<file path="src/rtl/drs_pkg.sv">
// Constants shared by the display reset and standby sequencer.
// Assumes a 25 MHz core clock and a classic Wishbone register port.
package drs_pkg;
  localparam int unsigned CLK_HZ          = 25000000;
  localparam int unsigned RESET_PERIOD_US = 1000;
  localparam int unsigned OSC_SETTLE_US   = 20000;
  localparam int unsigned DSTB_EXIT_US    = 3000;
  localparam int unsigned RESET_CYC       = (CLK_HZ / 1000000) * RESET_PERIOD_US;
  localparam int unsigned SETTLE_CYC      = (CLK_HZ / 1000000) * OSC_SETTLE_US;
  localparam int unsigned DSTB_CYC        = (CLK_HZ / 1000000) * DSTB_EXIT_US + 1;
  localparam int unsigned OTP_LOAD_CYC    = 16;
  localparam int unsigned CNT_W           = 20;

  localparam logic [7:0] CMD_DISPLAY_OFF  = 8'h28;
  localparam logic [7:0] CMD_SLEEP_IN     = 8'h10;
  localparam logic [7:0] CMD_SLEEP_OUT    = 8'h11;
  localparam logic [7:0] CMD_DSTB         = 8'h4F;
  localparam logic [7:0] DSTB_PARAM       = 8'h01;

  localparam logic [3:0] ADDR_CMD    = 4'h0;
  localparam logic [3:0] ADDR_STATUS = 4'h4;
  localparam logic [3:0] ADDR_SUPPLY = 4'h8;

  localparam int unsigned ST_BUSY      = 0;
  localparam int unsigned ST_SLEEP     = 1;
  localparam int unsigned ST_DSTB      = 2;
  localparam int unsigned ST_DISP_OFF  = 3;
  localparam int unsigned ST_OTP_LOAD  = 4;
  localparam int unsigned ST_POR_DONE  = 5;
  localparam int unsigned CMD_PARAM_LSB = 8;

  typedef enum logic [1:0] {
    DRS_SUP_TWO   = 2'b00,
    DRS_SUP_THREE = 2'b01,
    DRS_SUP_FOUR  = 2'b10
  } drs_supply_t;

  typedef enum logic [2:0] {
    DRS_RESET   = 3'b000,
    DRS_SETTLE  = 3'b001,
    DRS_SLEEP   = 3'b010,
    DRS_ACTIVE  = 3'b011,
    DRS_OTP     = 3'b100,
    DRS_DSTB    = 3'b101
  } drs_state_t;
endpackage

</file>
<file path="src/rtl/drs_seq.sv">
// Reset, power-up and deep standby sequencer of the display driver.
// Assumes mclk is the internal oscillator and the host keeps its own waits.
// Operation
// - A low level on the hardware reset pin starts the reset function.
// - The reset period lasts at least one millisecond after reset.
// - During the reset period commands are refused; host must not send any.
// - In reset, source, VCOM, gamma, gate and tearing outputs are held low.
// - Only a reset pulse longer than 3 ms exits deep standby.
// - Command 4Fh with parameter 01h enters deep standby.
// - Sleep out reloads the one-time configuration and runs power-on.
// - Straps 00b or 10b give two supplies; 11b gives three or four.
`timescale 1ns/10ps
module drs_seq
  import drs_pkg::*;
#(
  parameter int unsigned RESET_CYCLES  = RESET_CYC,
  parameter int unsigned SETTLE_CYCLES = SETTLE_CYC,
  parameter int unsigned DSTB_CYCLES   = DSTB_CYC
) (
  input  wire logic                 mclk,
  input  wire logic                 rst_b,
  input  wire logic                 hw_reset_pin_n,
  input  wire logic                 pos_supply_strap,
  input  wire logic                 neg_supply_strap,
  input  wire logic                 fourth_supply_strap,
  input  wire logic                 wb_cyc_i,
  input  wire logic                 wb_stb_i,
  input  wire logic                 wb_we_i,
  input  wire logic [3:0]           wb_adr_i,
  input  wire logic [3:0]           wb_sel_i,
  input  wire logic [31:0]          wb_dat_i,
  output logic      [31:0]          wb_dat_o,
  output logic                      wb_ack_o,
  output logic                      busy,
  output logic                      otp_config_store_load,
  output logic                      source_out_en,
  output logic                      vcom_en,
  output logic                      gamma_ref_en,
  output logic                      gate_panel_en,
  output logic                      tear_pwm_en,
  output logic                      deep_standby,
  output drs_pkg::drs_supply_t      supply_mode
);
  import drs_pkg::*;

  typedef struct packed {
    drs_state_t          state;
    logic [CNT_W-1:0]    cnt;
    logic [CNT_W-1:0]    low_cnt;
    logic                por;
    logic                disp_off;
    logic                sleep;
    logic                dstb;
    logic                ack;
    logic [31:0]         rdata;
    logic                straps_ok;
    drs_supply_t         supply;
    logic                cmd_ok;
  } drs_st_t;

  drs_st_t r;
  drs_st_t next_r;
  logic    pin_n_s;
  logic    rst_meta;
  logic    rst_int_b;
  logic [2:0] straps_s;

  // The pin is sampled twice so a slow edge never reaches the counters directly.
  // The pin idles high, so the synchroniser resets to high and no false pulse follows reset.
  drs_sync #(.W(1), .INIT(1'b1)) u_pin_sync (
    .mclk  (mclk),
    .rst_b (rst_b),
    .din   (hw_reset_pin_n),
    .dout  (pin_n_s)
  );

  drs_sync #(.W(3), .INIT(3'h0)) u_strap_sync (
    .mclk  (mclk),
    .rst_b (rst_b),
    .din   ({pos_supply_strap, neg_supply_strap, fourth_supply_strap}),
    .dout  (straps_s)
  );

  // Internal reset falls with rst_b and rises two clock edges after rst_b is released; the pin does not drive it.
  always_ff @(posedge mclk or negedge rst_b) begin
    if (!rst_b) begin
      rst_meta  <= 1'b0;
      rst_int_b <= 1'b0;
    end else begin
      rst_meta  <= 1'b1;
      rst_int_b <= rst_meta;
    end
  end

  function automatic drs_supply_t decode_supply(input logic [2:0] s);
    if (s[2:1] == 2'b11) begin
      decode_supply = s[0] ? DRS_SUP_FOUR : DRS_SUP_THREE;
    end else begin
      decode_supply = DRS_SUP_TWO;
    end
  endfunction

  function automatic logic hit(input logic [3:0] a, input logic [3:0] b);
    hit = (a == b);
  endfunction

  logic req;
  assign req = wb_cyc_i && wb_stb_i && !r.ack;

  always_comb begin
    next_r     = r;
    next_r.ack = req;
    next_r.cmd_ok = 1'b0;
    if (r.cnt != '0) begin
      next_r.cnt = r.cnt - 1'b1;
    end
    // Count how long the synchronised pin stays low, saturating.
    if (!pin_n_s) begin
      if (r.low_cnt != {CNT_W{1'b1}}) begin
        next_r.low_cnt = r.low_cnt + 1'b1;
      end
    end else begin
      next_r.low_cnt = '0;
    end
    if (!r.straps_ok) begin
      next_r.straps_ok = 1'b1;
      next_r.supply    = decode_supply(straps_s);
    end
    if (req && !wb_we_i) begin
      next_r.rdata = '0;
      if (hit(wb_adr_i, ADDR_STATUS)) begin
        next_r.rdata[ST_BUSY]     = busy;
        next_r.rdata[ST_SLEEP]    = r.sleep;
        next_r.rdata[ST_DSTB]     = r.dstb;
        next_r.rdata[ST_DISP_OFF] = r.disp_off;
        next_r.rdata[ST_OTP_LOAD] = (r.state == DRS_OTP);
        next_r.rdata[ST_POR_DONE] = !r.por;
      end else if (hit(wb_adr_i, ADDR_SUPPLY)) begin
        next_r.rdata[1:0] = r.supply;
      end
    end
    if (req && wb_we_i && hit(wb_adr_i, ADDR_CMD) && wb_sel_i[0] && !busy) begin
      next_r.cmd_ok = 1'b1;
    end
    case (r.state)
      DRS_RESET: begin
        // Wait out the reset period before anything else.
        if (r.cnt == '0) begin
          next_r.state = r.por ? DRS_SETTLE : DRS_SLEEP;
          next_r.cnt   = CNT_W'(SETTLE_CYCLES);
        end
      end
      DRS_SETTLE: begin
        if (r.cnt == '0) begin
          next_r.state = DRS_SLEEP;
          next_r.por   = 1'b0;
        end
      end
      DRS_SLEEP, DRS_ACTIVE: begin
        if (r.cmd_ok) begin
          case (wb_dat_i[7:0])
            CMD_DISPLAY_OFF: next_r.disp_off = 1'b1;
            CMD_SLEEP_IN: begin
              next_r.sleep = 1'b1;
              next_r.state = DRS_SLEEP;
            end
            CMD_SLEEP_OUT: begin
              next_r.sleep = 1'b0;
              next_r.state = DRS_OTP;
              next_r.cnt   = CNT_W'(OTP_LOAD_CYC);
            end
            CMD_DSTB: begin
              if (wb_dat_i[CMD_PARAM_LSB +: 8] == DSTB_PARAM) begin
                next_r.dstb  = 1'b1;
                next_r.state = DRS_DSTB;
              end
            end
            default: next_r.disp_off = r.disp_off;
          endcase
        end
      end
      DRS_OTP: begin
        if (r.cnt == '0) begin
          next_r.state = DRS_ACTIVE;
        end
      end
      DRS_DSTB: begin
        // Short pulses are ignored here; only a long one wakes the part.
        if (pin_n_s && (r.low_cnt >= CNT_W'(DSTB_CYCLES))) begin
          next_r.dstb     = 1'b0;
          next_r.sleep    = 1'b1;
          next_r.disp_off = 1'b1;
          next_r.state    = DRS_RESET;
          next_r.cnt      = CNT_W'(RESET_CYCLES);
        end
      end
      default: next_r.state = DRS_RESET;
    endcase
    // An ordinary pin pulse restarts the reset period.
    if (!pin_n_s && r.state != DRS_DSTB) begin
      next_r.state    = DRS_RESET;
      next_r.cnt      = CNT_W'(RESET_CYCLES);
      next_r.sleep    = 1'b1;
      next_r.disp_off = 1'b1;
    end
  end

  always_ff @(posedge mclk or negedge rst_int_b) begin
    if (!rst_int_b) begin
      r <= '{state: DRS_RESET, cnt: CNT_W'(RESET_CYCLES), low_cnt: '0, por: 1'b1,
             disp_off: 1'b1, sleep: 1'b1, dstb: 1'b0, ack: 1'b0, rdata: '0,
             straps_ok: 1'b0, supply: DRS_SUP_TWO, cmd_ok: 1'b0};
    end else begin
      r <= next_r;
    end
  end

  assign busy                  = (r.state == DRS_RESET) || (r.state == DRS_SETTLE);
  assign wb_ack_o              = r.ack;
  assign wb_dat_o              = r.rdata;
  assign otp_config_store_load = (r.state == DRS_OTP);
  assign deep_standby          = r.dstb;
  assign supply_mode           = r.supply;
  // Panel drivers stay at the low rail whenever the part is busy or asleep.
  assign source_out_en = (r.state == DRS_ACTIVE) && !r.disp_off;
  assign vcom_en       = (r.state == DRS_ACTIVE);
  assign gamma_ref_en  = (r.state == DRS_ACTIVE);
  assign gate_panel_en = (r.state == DRS_ACTIVE) && !r.disp_off;
  assign tear_pwm_en   = (r.state == DRS_ACTIVE) && !r.disp_off;
endmodule

</file>
<file path="src/rtl/drs_sync.sv">
// Two-flop synchroniser for the external pins.
// Assumes asynchronous inputs and an active-low asynchronous reset.
`timescale 1ns/10ps
module drs_sync #(
  parameter int unsigned W     = 1,
  parameter logic [W-1:0] INIT = '0
) (
  input  wire logic         mclk,
  input  wire logic         rst_b,
  input  wire logic [W-1:0] din,
  output logic      [W-1:0] dout
);
  typedef struct packed {
    logic [W-1:0] meta;
    logic [W-1:0] sync;
  } drs_sync_st_t;
  drs_sync_st_t r;
  drs_sync_st_t next_r;

  always_comb begin
    next_r      = r;
    next_r.meta = din;
    next_r.sync = r.meta;
  end

  always_ff @(posedge mclk or negedge rst_b) begin
    if (!rst_b) begin
      r <= '{meta: INIT, sync: INIT};
    end else begin
      r <= next_r;
    end
  end

  assign dout = r.sync;
endmodule
</file>
<file path="config.mk">
export PLATFORM = sky130hd
export DESIGN_NAME = drs_seq
export DESIGN_NICKNAME = d
export VERILOG_FILES = /design/src/rtl/drs_pkg.sv /design/src/rtl/drs_seq.sv /design/src/rtl/drs_sync.sv
export SDC_FILE = /design/constraint.sdc
export NUM_CORES = 1
export LEC_CHECK = 0
export ABC_AREA = 1
export BUFFER_PORTS_ARGS = -buffer_cell sky130_fd_sc_hd__buf_2
export CORE_ASPECT_RATIO = 1.4
export CORE_MARGIN = 1.5
export CORE_UTILIZATION = 35
export DETAILED_ROUTE_END_ITERATION = 6
export PLACE_DENSITY = 0.55
export REMOVE_ABC_BUFFERS = 1
export SYNTH_ARGS = -nofsm -noshare
export SYNTH_HDL_FRONTEND = slang
export SYNTH_SLANG_ARGS = --single-unit
</file>
<file path="constraint.sdc">
create_clock -name mclk -period 1.59 [get_ports mclk]
set_input_delay 0.159 -clock mclk [delete_from_list [all_inputs] [get_ports mclk]]
set_output_delay 0.159 -clock mclk [all_outputs]
set_load 0.1 [all_outputs]
</file>
==> impl_metrics.tcl, run 1 <==
set metrics [dict create \
    syn_inst 538 \
    layout-drive-gt1-share_pct 43.27 \
    period_share_pct 109.2 \
    max_stage_delay_ns 0.39 \
    required_ns 1.82 \
    fin_skew_ns 0.005740 \
    synth_seq_area_share_pct 38.02 \
    route.detailed.wl_per_inst_um 12.92 \
    clk_pin_slew_ns 0.06 \
    fp.dieH_um 136.3 \
    ir_worst_vdd_v 0.0006650 \
    io_pins 92 \
    yosys.area.top_type "dfrtp_1" \
    leakagePower_nw 3.085 \
    max-cap-violations 0 \
    outcome "finished with violations" \
    core.rowCount 48 \
    dp_hpwl_mm 8.160 \
    violations "setup timing" \
    r2r_end "r[71]" \
    first_pass_iters 4 \
    port_buffers 43 \
    synthFlopType "dfrtp_1" \
    critPathSlowestCell "dfrtp_1" \
    async_flop_share_pct 100.0 \
    fin_ws_ns -0.1460 \
    nNetsFinal 733 \
    hp-class "in2reg" \
    yosysUniqueCellTypes 52 \
    num_antenna_cells 0 \
    antenna_found_initial 0 \
    setup_viol 39 \
    crit_chain "inv_2 > ha_4 > nor2_4 > nand2_2 > nand2_1 > inv_1 > nand2_1 > nand2_1 > nand2_1 > nand2_2 > nand2_2 > nand2_4 > nand3_4 > nand2_8 > nor2_2" \
    drt-vias-per-instance 4.705 \
    drt-initial-drc-count 165 \
    antenna_left 0 \
    dieArea_um2 13390 \
    drcViolationCount 0 \
    syn_to_final_growth_pct 36.36 \
    crit_top_cell "nand2_1" \
    timing.rr.start "r[42]" \
    grtUsageTotal_pct 16.95 \
    maxSlewViolCount 0 \
    yosysMostFrequentCell "nand2_1" \
    rsz0062_at_grt "true" \
    cp-start-kind "register" \
    r2r_slack_ns -0.15 \
    cts_buffer_depth 2 \
    crit_type "reg2reg" \
    worstHoldPathCells 3 \
    vias 3924 \
    start_util_pct 35.91 \
    grt-ovfl-total 0 \
    tritoncts "yes" \
    ff2ff_path_depth 15 \
    yosys-top-cells-count "81 x nand2_1, 70 x inv_1, 57 x dfrtp_1, 46 x nor2_1, 38 x buf_4" \
    fin_crit_ns 1.736 \
    synth.area.top_cells "dfrtp_1 32%, nand2_1 6.8%, buf_4 6.4%" \
    worstPathMaxFanout 7 \
    core_area_um2 12370 \
    insertion_delay_ns 0.34 \
    synth_edf_count 0 \
    ys_warn_count 0 \
    grt_pass1_vias 4031 \
    total_power_w 0.004680 \
    syn_area_per_cell_um2 8.258 \
    cts_root_buffer "clkbuf_16" \
    synth_area_um2 4443 \
    ys_ff_latch 67 \
    grt_first_pass_wirelength_mm 18.07 \
    min_from "wb_sel_i[0]" \
    grt_max_degree 29 \
    critPathCaptureType "register" \
    power.density_nw_per_um2 772.5 \
    yosysTopAreaCellShare_pct 32.10 \
    final_hold_viol_count 0 \
    drt-total-wl_mm 10.78 \
    fmax_mhz 576.0 \
    cts_sinks 67 \
    cts_inserted_buffers 9 \
    place_congestion 0.8320 \
    min_to "r[0]" \
    htreeDepth 3 \
    die_x_um 98.22 \
    timing.hold.ws_ns 0.06270 \
    critPathArrivalTime_ns 1.96 \
]
-- cell families after synthesis --
kind of cell | share of synthesized area, %
AOI/OAI and AO/OA | 9.997
xor gates and xnor gates | 2.169
adders and majority gates | 1.408
buffers and inverters | 14.11
DFF | 38.02
other | 0.1690
and+or+nand+nor | 34.13
-- worst max path at each step --
stage	from	to	slack, ns	depth (start not counted)
6_report	r[42]	r[71]	-0.15	15
4_1_cts	r[67]	r[70]	-0.12	11
3_5_place_dp	r[62]	r[65]	-0.14	12
3_3_place_gp	r[62]	r[76]	-0.12	8
2_1_floorplan	r[82]	gamma_ref_en	-1.78	4
5_1_grt	r[42]	r[62]	-0.26	15
-- sequential cells by signal, summed over array words and instances, names as in the netlist --
name,cells
wb_ack_o,1
u_pin_sync.dout,1
u_strap_sync.next_r,3
wb_dat_o,6
r,47
u_pin_sync.next_r,1
deep_standby,1
rst_int_b,1
supply_mode,2
rst_meta,1
u_strap_sync.dout,3
-- through the flow --
stage	std cells	worst slack, ns	area (um^2)	TNS, ns	util (%)
floorplan	526	-1.779	4247	-15.53	-
detailed placement	795	-0.1367	5294	-2.836	42.79
global placement	795	-0.1167	5294	-1.751	42.79
global route	834	-0.2615	6058	-8.177	48.97
finish	834	-0.1460	6058	-3.016	48.97
CTS	830	-0.1193	5896	-2.499	47.65
-- layer usage --
layer | track usage [%] | routed length [um]
met5 | 0 | 0
met4 | 8.920 | 367
met3 | 3.033 | 272
met2 | 31.11 | 5813
met1 | 18.50 | 4323
-- what timing repair did --
| item | 4_1_cts | 5_1_grt |
|---|---|---|
| endpoints found under the setup margin | 44 | 49 |
| resized for setup | 39 | 38 |
| hold endpoints to repair | 14 | 0 |
| pin swaps | 22 | 11 |
| setup buffers | 14 | 5 |
| hold buffers | 5 | 0 |
-- report_power, final --
group	switching, W	internal, W	total, W
registers	0.0000495	0.00176	0.00181
logic	0.000595	0.000190	0.000786
clock network	0.000840	0.00124	0.00208
-- worst max-delay path: cells and delay by family, from the launching register on --
family | cells | cell delay, ns
buf+inv | 2 | 0.14
flops | 1 | 0.39
fa+ha+maj | 1 | 0.14
simple gates | 12 | 0.95
-- final cells by class --
| type | instances | area (um^2) |
|---|---|---|
| clock buffer | 9 | 225.2 |
| timing repair buffer | 142 | 1077 |
| fill | 1182 | 6314 |
| inverter | 85 | 326.6 |
| sequential | 67 | 1694 |
| clock inverter | 7 | 83.83 |
| multi-input combinational | 374 | 2464 |
| tap | 150 | 187.7 |
-- layout by cell type, fill, tap and decap left out, types with 13 or more instances in the layout --
master	count
buf_4	84
nand2_1	71
inv_1	65
dfrtp_1	53
nor2_1	39
buf_2	39
conb_1	31
nand3_1	24
nand2_2	22
o21ai_0	19
nor2_4	18
inv_2	17
nor2_2	13
a21oi_1	13
(Power assumes the default switching activity.)
==> run 2: changes to the inputs <==
Settings changed: CORE_UTILIZATION 35 to 50, PLACE_DENSITY 0.55 to 0.75.
==> run 2 against run 1 <==
Compared with the run above:
- the run still ends with setup timing left
- critical path depth is the same
- critical endpoint is now r[62]
- largest cell class unchanged
- sequential share of layout area increased by 0.19 points
- total power is 1.0% higher
- critical path type unchanged
- routed wire length increased by 4.5%
==> impl_metrics.tcl, run 2 (same netlist as run 1, synthesis figures left out) <==
set metrics [dict create \
    place_congestion 0.8653 \
    fmax_mhz 567.3 \
    cp-start-kind "register" \
    rsz0062_at_grt "true" \
    dieArea_um2 9469 \
    hp-class "in2reg" \
    timing.rr.start "r[42]" \
    vias 4059 \
    grt_max_degree 49 \
    cts_inserted_buffers 9 \
    grt_pass1_vias 4113 \
    period_share_pct 110.9 \
    dp_slack_ns -0.1341 \
    layout-drive-gt1-share_pct 44.11 \
    core.rowCount 40 \
    first_pass_iters 5 \
    setup_viol 37 \
    cp_top_family "simple AND/OR/NAND/NOR gates" \
    worstPathMaxFanout 7 \
    antenna_found_initial 0 \
    timing.hold.ws_ns 0.05574 \
    top_register "r" \
    drt-vias-per-instance 5.231 \
    start_util_pct 51.61 \
    fp.dieH_um 114.5 \
    max-cap-violations 0 \
    cts_root_buffer "clkbuf_16" \
    drt-initial-drc-count 220 \
    critPathCaptureType "register" \
    violations "setup timing" \
    dp_hpwl_mm 7.498 \
    largest_reg_flops 47 \
    power.density_nw_per_um2 785.8 \
    leakagePower_nw 3.039 \
    cts_sinks 67 \
    cp-endpoint "r[62]" \
    crit_cells 15 \
    total_power_w 0.004729 \
    crit_type "reg2reg" \
    tritoncts "yes" \
    antenna_left 0 \
    nNetsFinal 720 \
    drcViolationCount 0 \
    critPathArrivalTime_ns 1.99 \
    insertion_delay_ns 0.34 \
    drt-total-wl_mm 11.27 \
    ff2ff_path_depth 15 \
    htreeDepth 3 \
    io_pins 92 \
    syn_to_final_growth_pct 35.45 \
    die_x_um 82.67 \
    maxSlewViolCount 0 \
    grt_first_pass_wirelength_mm 18.40 \
    clk_pin_slew_ns 0.05 \
    num_antenna_cells 0 \
    max_stage_delay_ns 0.39 \
    critPathBufInv 3 \
    cts_buffer_depth 2 \
    final_hold_viol_count 0 \
    fin_tns_setup_ns -3.330 \
    fin_util_pct 69.91 \
    r2r_end "r[62]" \
    r2r_slack_ns -0.17 \
    port_buffers 43 \
    fin_crit_ns 1.763 \
    required_ns 1.81 \
    crit_chain "inv_2 > ha_4 > nor2_2 > nand2_2 > nand2_2 > inv_2 > nand2_1 > nand2_1 > nand2_1 > nand2_2 > nand2_4 > nand2_8 > nand3_4 > o211ai_1 > inv_1" \
    startpoint "r[42]" \
    outcome "finished with violations" \
    fin_ws_ns -0.1726 \
    final_cell_mix "71 x nand2_1, 69 x buf_4, 63 x inv_1, 53 x dfrtp_1, 39 x buf_2" \
    critPathSlowestCell "dfrtp_1" \
    grt-ovfl-total 0 \
    route.detailed.wl_per_inst_um 14.52 \
    core_area_um2 8608 \
    fin_skew_ns 0.007241 \
    layout_commonest_cell "nand2_1" \
    grtUsageTotal_pct 25.36 \
    ir_worst_vdd_v 0.0009209 \
]
[run 2: changes by cell type in the layout (fill, tap and decap cells not counted), sizes merged]
cell	change
buf	-13
inv	-3
clkbuf	+3
[run 2: where the power goes]
part / internal (W) / switching [W] / leakage [nW] / total [W]
Clock: 0.00133 / 0.000731 / 0.155 / 0.00207
Sequential: 0.00177 / 0.0000547 / 0.866 / 0.00182
Combinational: 0.000221 / 0.000622 / 2.02 / 0.000843
Total: 0.00332 / 0.00141 / 3.04 / 0.00473
[run 2: repair_timing]
action                     4_1_cts  5_1_grt
hold buffers                     5        0
hold endpoints to repair        14        0
pin swaps                       23       19
cloned                           0        0
setup endpoints to repair       40       47
setup buffers                   12       12
resized for setup               51       42
[run 2: stage by stage]
step / area (um^2) / std cells
detailed placement: 5095 / 731
global placement: 5095 / 731
floorplan: 4247 / 526
CTS: 5756 / 764
global route: 6018 / 776
finish: 6018 / 776
[run 2: worst min-delay path by stage]
stage          startpoint        end  slack, ns  depth (start not counted)
3_3_place_gp        rst_b   rst_meta       0.03                          1
2_1_floorplan       rst_b  rst_int_b      -0.14                          0
6_report         wb_stb_i   wb_ack_o       0.06                          3
4_1_cts          wb_stb_i   wb_ack_o       0.05                          3
3_5_place_dp        rst_b   rst_meta       0.03                          1
5_1_grt          wb_stb_i   wb_ack_o       0.08                          3
[run 2: worst min-delay path, delay by kind of cell]
kind,cells,cell delay (ns)
buffers and inverters,1,0.09
AND/OR/NAND/NOR,2,0.09
[run 2: final cells by class]
type	instances	area, um^2
Clock inverter	4	47.55
Clock buffer	12	266.5
Tap cell	105	131.4
Inverter	85	326.6
Timing Repair Buffer	129	987.2
Sequential cell	67	1694
Fill cell	588	2590
Multi-Input combinational cell	374	2565
[run 2: per-layer routing]
layer | up-vias | track usage (%) | wire length [um]
met5 | - | 0 | 0
met4 | 0 | 12.44 | 363
met3 | 32 | 5.498 | 430
met2 | 128 | 43.96 | 6161
met1 | 1957 | 28.69 | 4309
li1 | 1942 | - | -
==> run 3: changes to the inputs <==
Settings changed: ABC_AREA 1 to not set, CORE_UTILIZATION 50 to 48, CTS_CLUSTER_SIZE set to 28, HOLD_SLACK_MARGIN set to 0.08, PLACE_DENSITY 0.75 to 0.74.
==> run 3 against run 2 <==
Compared with the run above:
- critical path depth down 6
- maximum frequency decreased by 31%
- clock skew grew 0.0097 ns
- the run still ends with setup timing left
- utilization rose by 7.6 points
==> impl_metrics.tcl, run 3 <==
set metrics [dict create \
    critPathArrivalTime_ns 2.79 \
    fin_skew_ns 0.01696 \
    io_pins 92 \
    syn_area_per_cell_um2 9.536 \
    num_antenna_cells 0 \
    worst_pin_slew_ns 0.9261 \
    layout_commonest_cell "buf_4" \
    drt-initial-drc-count 180 \
    r2r_slack_ns -0.96 \
    crit_type "reg2reg" \
    antenna_found_initial 0 \
    core.rowCount 37 \
    drcViolationCount 0 \
    drt-vias-per-instance 5.623 \
    syn_inst 386 \
    ys_ff_latch 67 \
    placed_cell_area_um2 4658 \
    fin_util_pct 77.47 \
    setup_viol 49 \
    vias 3711 \
    start_util_pct 49.70 \
    antenna_left 0 \
    cts_inserted_buffers 9 \
    fmax_mhz 392.7 \
    worstPathMaxFanout 3 \
    hp-class "in2reg" \
    synth_area_um2 3681 \
    grt_first_pass_wirelength_mm 17.97 \
    leakagePower_nw 2.678 \
    dp_slack_ns -0.8602 \
    drt-total-wl_mm 12.28 \
    cp-start-kind "register" \
    yosysMostFrequentCell "dfrtp_1" \
    power.density_nw_per_um2 755.3 \
    fp.dieH_um 106.6 \
    tritoncts "yes" \
    critPathCaptureType "register" \
    place_congestion 0.8906 \
    dp_hpwl_mm 6.962 \
    fill_cells 425 \
    violations "setup timing" \
    synth_seq_area_share_pct 45.89 \
    max-cap-violations 0 \
    final_hold_viol_count 0 \
    largest_reg_flops 47 \
    final_area_um2 5738 \
    port_buffers 43 \
    timing.hold.ws_ns 0.1292 \
    async_flop_share_pct 100.0 \
    synth_edf_count 0 \
    grt-ovfl-total 0 \
    dieArea_um2 8210 \
    die_x_um 77.01 \
    first_pass_iters 4 \
    layout.cells.non_filler 660 \
    layout-drive-gt1-share_pct 51.87 \
    yosysTopAreaCellShare_pct 38.75 \
    yosysUniqueCellTypes 67 \
    clk_pin_slew_ns 0.08 \
    grtUsageTotal_pct 28.62 \
    required_ns 1.84 \
    cts_buffer_depth 2 \
    grt_pass1_vias 3836 \
    htreeDepth 3 \
    nNetsFinal 612 \
    relSlewSlack_pct 37.79 \
    synthFlopType "dfrtp_1" \
    dp_cells 611 \
    yosys.area.top_type "dfrtp_1" \
    period_share_pct 160.1 \
    fin_ws_ns -0.9563 \
    ir_worst_vdd_v 0.0007487 \
    rsz0062_at_grt "true" \
    core_area_um2 7407 \
    ys_warn_count 0 \
    synth.area.top_cells "dfrtp_1 39%, buf_4 7.7%, dfstp_2 7.1%" \
    top_register "r" \
    yosys-top-cells-count "57 x dfrtp_1, 49 x nor2_1, 38 x buf_4, 30 x nand2_1, 18 x xor2_1" \
    outcome "finished with violations" \
    final_cell_mix "99 x buf_4, 55 x dfrtp_1, 42 x nor2_1, 39 x buf_2, 31 x conb_1" \
    cts_sinks 67 \
    maxSlewViolCount 0 \
    route.detailed.wl_per_inst_um 18.61 \
    fin_crit_ns 2.546 \
    cts_root_buffer "clkbuf_8" \
    grt_max_degree 32 \
    syn_to_final_growth_pct 55.88 \
    insertion_delay_ns 0.37 \
]
==> run 3: cell type report <==
cell class / count / area, um^2 / area share (%)
flip-flops and latches: 67 / 1692 / 29.48
well taps: 97 / 121.4 / 2.115
repair buffers: 182 / 1491 / 25.99
multi-input cells: 287 / 2173 / 37.88
clock inverters: 5 / 77.57 / 1.352
inverters: 11 / 41.29 / 0.7196
clock buffers: 11 / 141.4 / 2.464
==> run 3: worst paths after layout <==
| kind | cells after the start | end | from |
|---|---|---|---|
| hold / removal | 4 | wb_dat_o[0] | wb_we_i |
| hold reg to reg | 0 | r[42] | rst_int_b |
| setup reg to reg | 9 | r[61] | r[66] |
| min in group asynchronous | 0 | r[42] | rst_int_b |
| setup / recovery | 9 | r[61] | r[66] |
| max in group asynchronous | 1 | r[38] | rst_int_b |
==> run 3: stage by stage <==
step	power (W)	TNS, ns
after floorplan	0.002372	-36.84
after global routing	0.004452	-25.42
after CTS	0.004213	-18.93
final	0.004334	-22.81
after global placement	0.002563	-20.20
after detailed placement	0.002588	-22.64
==> run 3: report_power, final <==
group	total, W	switching [W]	internal (W)	leakage, nW
logic	0.000885	0.000619	0.000266	1.70
clock network	0.00163	0.000706	0.000921	0.109
registers	0.00182	0.0000497	0.00177	0.869
total	0.00433	0.00137	0.00296	2.68
==> run 3: layer usage <==
layer	GRT usage (%)	wire length (um)
met1	27.69	4155
met2	55.12	6868
met3	4.596	517
met4	18.57	740
met5	0	0
==> run 3: critical path, cell delays in order (launching register included) <==
cell,delay (ns)
dfstp_2,0.38
or4_4,0.53
or4b_4,0.55
nor2_4,0.18
inv_2,0.07
ha_4,0.17
nor3_4,0.19
a41oi_2,0.06
o22ai_2,0.19
a221oi_2,0.11
==> run 3: kinds of logic (layout without fill, tap and decap cells) <==
group                    after synthesis  after routing  synth area share (%)
AND/OR/NAND/NOR                      162            162                 23.05
flip-flops                            67             67                 45.89
buffers and inverters                 61            209                 10.30
AO/OA/AOI/OAI                         56             56                 10.71
XOR/XNOR                              26             26                 6.186
multiplexers                           7              7                 1.971
adder cells (fa/ha/maj)                5              5                 1.700
other                                  2             31                0.2040
==> run 3: timing repair <==
action,CTS,global route
setup endpoints to repair,50,56
endpoints found under the hold margin,16,0
hold buffers,6,0
gates resized for setup,81,57
setup buffers,20,17
pin swaps,44,47
